$ cat config.mk
export PLATFORM = sky130hd
export DESIGN_NAME = tbc_top
export DESIGN_NICKNAME = d
export VERILOG_FILES = /design/src/hw/tbc_pkg.sv /design/src/hw/tbc_sync.sv /design/src/hw/tbc_top.sv
export SDC_FILE = /design/constraint.sdc
export NUM_CORES = 1
export LEC_CHECK = 0
export ABC_AREA = 1
export BUFFER_PORTS_ARGS = -buffer_cell sky130_fd_sc_hd__buf_2
export CORE_ASPECT_RATIO = 1.75
export CORE_UTILIZATION = 40
export DETAILED_ROUTE_END_ITERATION = 12
export PLACE_DENSITY = 0.6
export SLEW_MARGIN = 20
export SYNTH_ARGS = -nofsm -noshare
export SYNTH_HDL_FRONTEND = slang
export SYNTH_SLANG_ARGS = --single-unit
$ cat constraint.sdc
create_clock -name clk -period 3.9 [get_ports clk]
set_input_delay 0.78 -clock clk [delete_from_list [all_inputs] [get_ports clk]]
set_output_delay 0.78 -clock clk [all_outputs]
set_load 0.01 [all_outputs]
$ cat src/hw/tbc_pkg.sv
/*
 * tbc_pkg: constants and types of the bus controller.
 * assumes: 50 MHz clock, pulled-up open-drain bus.
 */
package tbc_pkg;

    // ------------------------------------------------------------
    // register offsets, one word each
    // ------------------------------------------------------------
    localparam logic [7:0] TBC_OFF_CTRL = 8'h00; // enable
    localparam logic [7:0] TBC_OFF_CMD = 8'h04; // command word
    localparam logic [7:0] TBC_OFF_TXD = 8'h08; // byte to send
    localparam logic [7:0] TBC_OFF_RXD = 8'h0c; // last byte received
    localparam logic [7:0] TBC_OFF_STAT = 8'h10; // status, w1c flags
    localparam logic [7:0] TBC_OFF_DIV = 8'h14; // half bit period in cycles

    // ------------------------------------------------------------
    // field positions
    // ------------------------------------------------------------
    localparam int TBC_CTRL_EN = 0; // controller enable
    localparam int TBC_CMD_START = 0; // start or repeated start
    localparam int TBC_CMD_WRITE = 1; // send txd byte
    localparam int TBC_CMD_READ = 2; // receive one byte
    localparam int TBC_CMD_STOP = 3; // stop and release bus
    localparam int TBC_CMD_NACK = 4; // withhold ack after read byte
    localparam int TBC_CMD_W = 5; // command field width
    localparam int TBC_ST_ACTIVE = 0; // sequence running
    localparam int TBC_ST_DONE = 1; // sequence finished, sticky
    localparam int TBC_ST_NACK = 2; // no ack seen, sticky
    localparam int TBC_ST_ARBITRATION_LOST_FLAG = 3; // arbitration lost, sticky
    localparam int TBC_ST_BUSY = 4; // bus between start and stop
    localparam int TBC_ST_OWNED = 5; // this controller holds the bus

    // ------------------------------------------------------------
    // timing
    // ------------------------------------------------------------
    localparam int TBC_CLK_NS = 20; // system clock period
    localparam int TBC_HALF_NS = 5000; // least half bit time, 100 kHz
    localparam int TBC_HALF_CYC = (TBC_HALF_NS + TBC_CLK_NS - 1) / TBC_CLK_NS;
    localparam logic [15:0] TBC_DIV_RST = 16'(TBC_HALF_CYC);
    localparam logic [15:0] TBC_DIV_MIN = 16'h0001; // floor of the divider
    localparam logic [3:0] TBC_LAST_BIT = 4'h8; // ninth bit index

    // ------------------------------------------------------------
    // engine states
    // ------------------------------------------------------------
    typedef enum logic [3:0] {
        TBC_IDLE = 4'h0,
        TBC_NEXT = 4'h1,
        TBC_STA_LOW = 4'h2,
        TBC_STA_HIGH = 4'h3,
        TBC_STA_HOLD = 4'h4,
        TBC_BIT_LOW = 4'h5,
        TBC_BIT_HIGH = 4'h6,
        TBC_STP_LOW = 4'h7,
        TBC_STP_HIGH = 4'h8,
        TBC_STP_REL = 4'h9
    } tbc_state_e;

    // all state of the controller top
    typedef struct packed {
        tbc_state_e st; // engine state
        logic en; // enable bit
        logic [15:0] div; // half period
        logic [7:0] txd; // transmit byte
        logic [7:0] rxd; // received byte
        logic [TBC_CMD_W-1:0] cmd; // pending command steps
        logic rd; // current byte is a read
        logic done; // sticky done
        logic nack; // sticky no-ack
        logic arbitration_lost_flag; // sticky arbitration lost
        logic owned; // bus held by us
        logic bus_busy; // start seen, stop not yet
        logic [15:0] cnt; // phase counter
        logic [3:0] bitn; // bit in byte
        logic [8:0] shf; // out and in shifter
        logic seen_high; // scl seen high this bit
        logic scl_oe; // pull scl low
        logic sda_oe; // pull sda low
        logic scl_p; // previous synced scl
        logic sda_p; // previous synced sda
        logic a_act; // data phase pending
        logic a_wr; // pending is a write
        logic [7:0] a_addr; // pending address
        logic [31:0] rdata; // read data
    } tbc_regs_s;

endpackage

$ cat src/hw/tbc_sync.sv
/*
 * tbc_sync: three-flop line synchroniser with agreement.
 * assumes: async inputs, lines idle high.
 */
`timescale 1ns/10ps
module tbc_sync #(
    parameter int WIDTH = 2
) (
    input wire logic clk,
    input wire logic rst_b,
    input wire logic [WIDTH-1:0] din,
    output logic [WIDTH-1:0] dout
);

    // ------------------------------------------------------------
    // state
    // ------------------------------------------------------------
    typedef struct packed {
        logic [WIDTH-1:0] ff1; // first stage, read by ff2 only
        logic [WIDTH-1:0] ff2; // second stage
        logic [WIDTH-1:0] ff3; // third stage
        logic [WIDTH-1:0] out; // accepted level
    } tbc_sync_s;

    tbc_sync_s q;
    tbc_sync_s d;

    // next state: accept a bit once stages two and three agree
    always_comb begin
        d = q;
        d.ff1 = din;
        d.ff2 = q.ff1;
        d.ff3 = q.ff2;
        for (int i = 0; i < WIDTH; i++) begin
            if (q.ff2[i] == q.ff3[i]) begin
                d.out[i] = q.ff2[i];
            end
        end
    end

    // registers, lines idle high
    always_ff @(posedge clk or negedge rst_b) begin
        if (!rst_b) begin
            q <= '{default: '1};
        end else begin
            q <= d;
        end
    end

    assign dout = q.out;

endmodule

$ cat src/hw/tbc_top.sv
/*
 * tbc_top: two-wire bus master, AHB-Lite registers.
 * assumes: one AHB-Lite master, word accesses;
 * pulled-up open-drain lines.
 */
// The implementer's own choices: the AHB-Lite register port and the register addresses.
// Behaviour
// - software switches direction before reading data
// - first byte: address high, direction bit low
// - start only on idle bus, SDA falls
// - direction one reads, zero writes
// - never master and slave at once
// - eight bits MSB first, ninth ack
// - missing ack means failed transfer
// - master nack ends slave transmission
// - stop is SDA rising, SCL high
// - time low, wait SCL rise, sync
// - wait while slave stretches SCL
// - direction bit: zero transmit, one receive
`timescale 1ns/10ps
module tbc_top
    import tbc_pkg::*;
(
    input wire logic clk,
    input wire logic rst_b,
    input wire logic hsel,
    input wire logic [31:0] haddr,
    input wire logic [1:0] htrans,
    input wire logic hwrite,
    input wire logic [2:0] hsize,
    input wire logic [31:0] hwdata,
    input wire logic hready,
    output logic [31:0] hrdata,
    output logic hreadyout,
    output logic hresp,
    input wire logic scl_i,
    output logic scl_o,
    output logic scl_oe,
    input wire logic sda_i,
    output logic sda_o,
    output logic sda_oe
);

    // ------------------------------------------------------------
    // declarations
    // ------------------------------------------------------------
    localparam tbc_regs_s TBC_RST = '{
        st: TBC_IDLE,
        div: TBC_DIV_RST,
        scl_p: 1'b1,
        sda_p: 1'b1,
        default: '0
    };

    tbc_regs_s q; // registered state
    tbc_regs_s d; // next state
    logic [1:0] lines; // synced {scl, sda}
    logic scl_s; // synced scl
    logic sda_s; // synced sda

    // read mux over the register map
    function automatic logic [31:0] tbc_read(input logic [7:0] a, input tbc_regs_s r);
        logic [31:0] v;
        v = 32'h0000_0000;
        if (a == TBC_OFF_CTRL) begin
            v[TBC_CTRL_EN] = r.en;
        end else if (a == TBC_OFF_CMD) begin
            v[TBC_CMD_W-1:0] = r.cmd;
        end else if (a == TBC_OFF_TXD) begin
            v[7:0] = r.txd;
        end else if (a == TBC_OFF_RXD) begin
            v[7:0] = r.rxd;
        end else if (a == TBC_OFF_STAT) begin
            v[TBC_ST_ACTIVE] = (r.st != TBC_IDLE);
            v[TBC_ST_DONE] = r.done;
            v[TBC_ST_NACK] = r.nack;
            v[TBC_ST_ARBITRATION_LOST_FLAG] = r.arbitration_lost_flag;
            v[TBC_ST_BUSY] = r.bus_busy;
            v[TBC_ST_OWNED] = r.owned;
        end else if (a == TBC_OFF_DIV) begin
            v[15:0] = r.div;
        end
        return v;
    endfunction

    // ------------------------------------------------------------
    // line synchroniser
    // ------------------------------------------------------------
    tbc_sync #(
        .WIDTH(2)
    ) u_sync (
        .clk(clk),
        .rst_b(rst_b),
        .din({scl_i, sda_i}),
        .dout(lines)
    );

    assign scl_s = lines[1];
    assign sda_s = lines[0];

    // ------------------------------------------------------------
    // next-state logic
    // ------------------------------------------------------------
    always_comb begin
        logic tick; // phase time elapsed
        logic go; // command accepted this cycle
        logic start_seen; // sda fell, scl high
        logic stop_seen; // sda rose, scl high
        logic b; // sampled bit
        logic ours; // bit driven by us
        logic [TBC_CMD_W-1:0] wcmd; // written command
        tick = 1'b0;
        go = 1'b0;
        start_seen = 1'b0;
        stop_seen = 1'b0;
        b = 1'b0;
        ours = 1'b0;
        wcmd = hwdata[TBC_CMD_W-1:0];
        d = q;
        tick = (q.cnt >= q.div - TBC_DIV_MIN);
        d.cnt = q.cnt + 16'h0001;

        // start and stop watch
        d.scl_p = scl_s;
        d.sda_p = sda_s;
        start_seen = q.scl_p && scl_s && q.sda_p && !sda_s;
        stop_seen = q.scl_p && scl_s && !q.sda_p && sda_s;
        if (start_seen) begin
            d.bus_busy = 1'b1;
        end else if (stop_seen) begin
            d.bus_busy = 1'b0;
        end

        // ahb capture, read prefetch
        if (q.a_act && q.a_wr) begin
            if (q.a_addr == TBC_OFF_CTRL) begin
                d.en = hwdata[TBC_CTRL_EN];
            end else if (q.a_addr == TBC_OFF_CMD) begin
                go = q.en && (q.st == TBC_IDLE) && (wcmd != '0);
            end else if (q.a_addr == TBC_OFF_TXD) begin
                d.txd = hwdata[7:0];
            end else if (q.a_addr == TBC_OFF_STAT) begin
                // w1c; hardware sets below win
                d.done = q.done & ~hwdata[TBC_ST_DONE];
                d.nack = q.nack & ~hwdata[TBC_ST_NACK];
                d.arbitration_lost_flag = q.arbitration_lost_flag & ~hwdata[TBC_ST_ARBITRATION_LOST_FLAG];
            end else if (q.a_addr == TBC_OFF_DIV) begin
                d.div = (hwdata[15:0] < TBC_DIV_MIN) ? TBC_DIV_MIN : hwdata[15:0];
            end
        end
        d.a_act = hsel && htrans[1] && hready;
        if (d.a_act) begin
            d.a_wr = hwrite;
            d.a_addr = haddr[7:0];
            if (!hwrite) begin
                d.rdata = tbc_read(haddr[7:0], q);
            end
        end

        // bit engine
        case (q.st)
            TBC_IDLE: begin
                // scl held low while owned
                d.scl_oe = q.owned;
                if (go) begin
                    d.cmd = wcmd;
                    d.st = TBC_NEXT;
                end
            end
            TBC_NEXT: begin
                d.cnt = 16'h0000;
                d.seen_high = 1'b0;
                d.scl_oe = q.owned; // wait state, scl stays low while owned
                if (q.cmd[TBC_CMD_START]) begin
                    d.cmd[TBC_CMD_START] = 1'b0;
                    if (q.owned) begin
                        d.st = TBC_STA_LOW; // repeated start
                    end else if (q.bus_busy || !scl_s || !sda_s) begin
                        d.arbitration_lost_flag = 1'b1; // start only on a free bus
                        d.cmd = '0;
                    end else begin
                        d.st = TBC_STA_HIGH;
                    end
                end else if (q.cmd[TBC_CMD_WRITE] && q.owned) begin
                    d.cmd[TBC_CMD_WRITE] = 1'b0;
                    d.shf = {q.txd, 1'b1}; // msb first, ack released
                    d.bitn = 4'h0;
                    d.rd = 1'b0;
                    d.st = TBC_BIT_LOW;
                end else if (q.cmd[TBC_CMD_READ] && q.owned) begin
                    d.cmd[TBC_CMD_READ] = 1'b0; // read direction
                    d.shf = {8'hff, q.cmd[TBC_CMD_NACK]}; // nack ends slave send
                    d.bitn = 4'h0;
                    d.rd = 1'b1;
                    d.st = TBC_BIT_LOW;
                end else if (q.cmd[TBC_CMD_STOP] && q.owned) begin
                    d.cmd[TBC_CMD_STOP] = 1'b0;
                    d.st = TBC_STP_LOW; // release with stop
                end else begin
                    // data steps without the bus fail
                    if (!q.owned && (q.cmd[TBC_CMD_WRITE] || q.cmd[TBC_CMD_READ])) begin
                        d.nack = 1'b1; // no slave role
                    end
                    d.cmd = '0;
                    d.done = 1'b1;
                    d.st = TBC_IDLE;
                end
            end
            TBC_STA_LOW: begin
                // repeated start: free sda, scl low
                d.scl_oe = 1'b1;
                d.sda_oe = 1'b0;
                if (tick) begin
                    d.cnt = 16'h0000;
                    d.st = TBC_STA_HIGH;
                end
            end
            TBC_STA_HIGH: begin
                d.scl_oe = 1'b0;
                d.sda_oe = 1'b0;
                if (!scl_s) begin
                    d.cnt = 16'h0000; // wait for scl to rise
                end else if (tick) begin
                    d.cnt = 16'h0000;
                    if (sda_s) begin
                        d.st = TBC_STA_HOLD;
                    end else begin
                        d.arbitration_lost_flag = 1'b1; // another master holds sda
                        d.cmd = '0;
                        d.owned = 1'b0;
                        d.done = 1'b1;
                        d.st = TBC_IDLE;
                    end
                end
            end
            TBC_STA_HOLD: begin
                d.sda_oe = 1'b1; // sda falls while scl high
                d.scl_oe = 1'b0;
                if (tick) begin
                    d.owned = 1'b1;
                    d.scl_oe = 1'b1;
                    d.st = TBC_NEXT;
                end
            end
            TBC_BIT_LOW: begin
                d.scl_oe = 1'b1; // count our low period
                d.sda_oe = ~q.shf[8]; // change sda only while scl low
                if (tick) begin
                    d.cnt = 16'h0000;
                    d.seen_high = 1'b0;
                    d.st = TBC_BIT_HIGH;
                end
            end
            TBC_BIT_HIGH: begin
                d.scl_oe = 1'b0;
                if (scl_s) begin
                    d.seen_high = 1'b1; // high time from real rise
                end else if (!q.seen_high) begin
                    d.cnt = 16'h0000; // stretched by a slave
                end
                if ((q.seen_high && (tick || !scl_s)) || (scl_s && tick)) begin
                    // high over, or scl pulled low early
                    b = sda_s;
                    ours = q.rd ? (q.bitn == TBC_LAST_BIT) : (q.bitn != TBC_LAST_BIT);
                    d.cnt = 16'h0000;
                    d.shf = {q.shf[7:0], b};
                    if (ours && q.shf[8] && !b) begin
                        // lost: release, no stop, idle
                        d.arbitration_lost_flag = 1'b1;
                        d.owned = 1'b0;
                        d.sda_oe = 1'b0;
                        d.cmd = '0;
                        d.done = 1'b1;
                        d.st = TBC_IDLE;
                    end else if (q.bitn == TBC_LAST_BIT) begin
                        if (q.rd) begin
                            d.rxd = q.shf[7:0]; // last byte received
                        end else if (b) begin
                            d.nack = 1'b1; // no ack: failed transfer
                        end
                        d.sda_oe = 1'b0;
                        d.scl_oe = 1'b1; // ninth falling edge
                        d.st = TBC_NEXT;
                    end else begin
                        d.bitn = q.bitn + 4'h1;
                        d.scl_oe = 1'b1;
                        d.st = TBC_BIT_LOW;
                    end
                end
            end
            TBC_STP_LOW: begin
                d.scl_oe = 1'b1;
                d.sda_oe = 1'b1;
                if (tick) begin
                    d.cnt = 16'h0000;
                    d.st = TBC_STP_HIGH;
                end
            end
            TBC_STP_HIGH: begin
                d.scl_oe = 1'b0;
                d.sda_oe = 1'b1;
                if (!scl_s) begin
                    d.cnt = 16'h0000; // wait out a stretch
                end else if (tick) begin
                    d.cnt = 16'h0000;
                    d.st = TBC_STP_REL;
                end
            end
            TBC_STP_REL: begin
                d.sda_oe = 1'b0; // sda rises with scl high
                d.scl_oe = 1'b0;
                if (tick) begin
                    d.owned = 1'b0;
                    d.st = TBC_NEXT;
                end
            end
            default: begin
                d.st = TBC_IDLE;
            end
        endcase

        // foreign stop while owned
        if (q.owned && stop_seen && (q.st != TBC_STP_REL)) begin
            d.arbitration_lost_flag = 1'b1;
            d.owned = 1'b0;
            d.scl_oe = 1'b0;
            d.sda_oe = 1'b0;
            d.cmd = '0;
            d.done = 1'b1;
            d.st = TBC_IDLE;
        end

        // disable frees the bus
        if (!d.en) begin
            d.owned = 1'b0;
            d.scl_oe = 1'b0;
            d.sda_oe = 1'b0;
            d.cmd = '0;
            d.st = TBC_IDLE;
        end
    end

    // registers, disabled from reset
    always_ff @(posedge clk or negedge rst_b) begin
        if (!rst_b) begin
            q <= TBC_RST;
        end else begin
            q <= d;
        end
    end

    // ------------------------------------------------------------
    // outputs
    // ------------------------------------------------------------
    assign hrdata = q.rdata;
    assign hreadyout = 1'b1; // zero wait states
    assign hresp = 1'b0; // always okay
    assign scl_o = 1'b0; // pull low only
    assign sda_o = 1'b0; // pull low only
    assign scl_oe = q.scl_oe;
    assign sda_oe = q.sda_oe;

endmodule

==> key figures <==
Status
  • Result of the run: completed

Synthesis
  • Synth top area cells: dfrtp_1, nand2_1, dfstp_2, inv_1, o21ai_0
  • Share of synthesized area occupied by flip-flops and latches: 0.423
  • Cells after synthesis: 900
  • Avg Inst Size Synth: 7.68 um2
  • Share of flip-flops with an asynchronous set or reset: 1.00
  • Primary FF master, synth: dfrtp_1
  • Yosys synthesis warning count: 0
  • Number of flops mapped to enable cells by yosys: 0
  • Top-area cell type share of the netlist area: 0.362
  • Post-synthesis cell type with the largest combined area: dfrtp_1
  • Number of unique standard cell types used by synthesis: 52
  • Synthesis-stage register bit count: 116
  • Synth Cell Area: 0.00691 mm2

Floorplanning
  • Number of rows created at floorplan: 63
  • Effective utilization at floorplan: 0.408
  • Die Y-Extent: 176 um
  • Full die area: 0.0178 mm2
  • Std-Cell Core Area: 0.0169 mm2
  • Top-level port count: 114
  • Die X: 101 um

Route
  • Remaining design rule violation count: 0
  • Vias after detailed routing: 5893
  • DRC marker count from the first detailed-route iteration: 226
  • Post-detailed-route via-to-cell ratio: 4.99
  • Wire length per cell: 15.5 um
  • TritonRoute pass-1 iters: 8
  • Total length of routed wires: 18300 um
  • Routed Antenna Nets: 0

Worst setup path
  • Critical path required time: 4.20 ns
  • Type of element launching the critical path: register
  • Family with the most delay on the worst path: simple AND/OR/NAND/NOR gates
  • Cell repeated most along the worst path: nand3_1
  • Critical path start-end classification: reg -> reg
  • Combined buffer and inverter count along the critical path: 1
  • Slowest library cell on the worst path: dfrtp_1
  • Largest incremental delay on the critical path: 0.43 ns
  • Cells along the critical path: nor2_1 > nand2_1 > nor4_4 > nand4_1 > nor3_2 > nand3_1 > xor2_1 > inv_1 > ha_1 > a21oi_1 > o21ai_0 > nor2_2 > nand3_1 > nand2_1 > nand2_2 > nand3_1 > nand2_2 > nand3_1 > nand2_1
  • Data arrival at the endpoint of the critical path: 3.92 ns
  • Critical Path Fanout Max: 9
  • Category of the worst setup path capture point: register

Timing
  • Maximum clock skew at final layout: 0.00807 ns
  • Relative max-transition margin: 0.309
  • Minimum period implied by the final worst setup slack: 3.62 ns
  • Setup-failing EPs final: 0
  • Least-Margin Pin Slew: 1.03 ns
  • F_max: 276 MHz
  • Count of pins over their slew limit: 0
  • Final hold violations: 0
  • Post-route setup TNS: 0 ns
  • Final clock period utilization by the worst path: 0.928

Place
  • Global placer's final weighted congestion: 0.959
  • Cell area after placement: 0.00722 mm2
  • HPWL after detailed placement: 14200 um
  • PortBufs: 49

Clock network
  • Clock latency on the worst-skew pair: 0.42 ns
  • Htree depth: 4
  • Clock-pin slew reported for the worst setup and hold paths after clock tree synthesis: 0.06 ns
  • Clock Tree Root: clkbuf_16
  • CTS Sinks: 116
  • Worst-case clock buffer depth: 2
  • Number of buffers created by CTS: 17
  • Post-CTS setup buffer count: 0
  • # hold bufs at CTS: 0
  • TritonCTS clock tree: yes
  • Post-cts sizing count: 0

Layout
  • Count of inserted antenna diode cells: 0
  • Area added between synthesis and finish: 13.9%
  • Fraction of final layout cells sized beyond drive strength 1: 0.155
  • Count of filler cells inserted in the layout: 1729
  • Most frequent standard cell in the layout excluding fill and tap cells: nand2_1
  • Nets: 1037
  • Post-Layout Inst Area: 0.00787 mm2
  • Leading cell types in the layout, fill and taps excluded: nand2_1, inv_1, dfrtp_1

Pwr
  • Total power per unit cell area: 481 mW/mm2
  • Reported leakage power: 4.06 nW
  • Maximum VDD drop: 0.000326 V

Global routing
  • Remaining Overflow, GRT: 0
  • All-layer global routing usage: 0.222
  • Number of global-route vias before repair: 6017
  • Maximum number of pins on one net before global-route repair: 67
  • Wire length of the first global-routing pass: 29700 um
  • Initial antenna violation count: 0

Run
  • Max capacitance violation total: 0

Min path
  • Hold/Removal Path Class: reg -> reg
## routing by layer
metal  part of all wire  global-route usage  vias up
li1                   -                   -     2935
met1               0.36               0.211     2746
met2               0.56               0.431      156
met3              0.028              0.0334       56
met4              0.047               0.131        0
met5                  0                   0        -
## registers in the layout, summed over array words and instances (netlist names)
register     cells
q               90
scl_oe           1
u_sync.d         4
u_sync.dout      2
u_sync.q         2
hrdata          16
sda_oe           1
## cells in the mapped netlist, types with 2 or more instances
| cell type | number |
|---|---|
| o21ai_1 | 8 |
| conb_1 | 2 |
| inv_2 | 7 |
| o22ai_1 | 5 |
| nor3b_1 | 4 |
| inv_1 | 103 |
| o2bb2ai_1 | 2 |
| a221oi_1 | 2 |
| xnor2_1 | 4 |
| buf_4 | 38 |
| nand2_4 | 4 |
| nand2_1 | 240 |
| nor2_4 | 4 |
| xor2_1 | 16 |
| nor3_1 | 14 |
| nand3_1 | 58 |
| a21oi_1 | 32 |
| ha_1 | 20 |
| buf_2 | 3 |
| nor2_1 | 81 |
| o21ai_0 | 64 |
| nand2_2 | 5 |
| a31oi_1 | 4 |
| nand3_2 | 2 |
| maj3_1 | 2 |
| nor3_2 | 4 |
| nor2_2 | 8 |
| dfstp_2 | 16 |
| dfrtp_1 | 100 |
| nor4_2 | 2 |
| o2111ai_1 | 2 |
| o211ai_1 | 2 |
| nand4_1 | 14 |
| nor4_1 | 3 |
| clkbuf_1 | 8 |
## final cells by class
cell class,count,area [um2],share of cell area
multi-input cells,641,3310,0.421
flip-flops and latches,116,2920,0.371
clock buffers,18,439,0.0558
inverters,111,419,0.0533
repair buffers,54,298,0.0378
well taps,227,284,0.0361
clock inverters,14,198,0.0251
## kinds of logic after synthesis
logic type	after synthesis	share of synthesized area
AOI/OAI and AO/OA	128	0.104
xor gates and xnor gates	20	0.0253
adders and majority gates	22	0.0391
buffers and inverters	161	0.110
DFF	116	0.423
other	2	0.00109
and+or+nand+nor	451	0.298
## metrics by stage
step / power, mW / util / setup slack, ns / hold slack, ns / cells
CTS: 3.80 / 0.463 / 0.179 / 0.357 / 1181
global placement: 2.09 / 0.426 / 0.265 / 0.347 / 1149
detailed placement: 2.10 / 0.426 / 0.195 / 0.349 / 1149
floorplan: 1.92 / - / 0.920 / 0.345 / 918
global route: 3.96 / 0.464 / -0.0266 / 0.363 / 1181
finish: 3.78 / 0.464 / 0.281 / 0.356 / 1181
## path summary, 6_finish.rpt
path,from,endpoint,slack (ns),cells past startpoint
setup / recovery,q[105],q[86],0.28,19
hold / removal,u_sync.d[4],u_sync.d[2],0.36,0
setup reg to reg,q[105],q[86],0.28,19
hold reg to reg,u_sync.d[4],u_sync.d[2],0.36,0
max in group asynchronous,rst_b,q[106],2.66,2
min in group asynchronous,rst_b,hrdata[2],0.40,1
## power breakdown
part	internal [mW]	total (mW)	switching, mW
sequential	1.33	1.47	0.140
clock	1.09	1.69	0.600
combinational	0.208	0.620	0.413
total	2.63	3.78	1.15
Power figures use the tool's default switching activity.
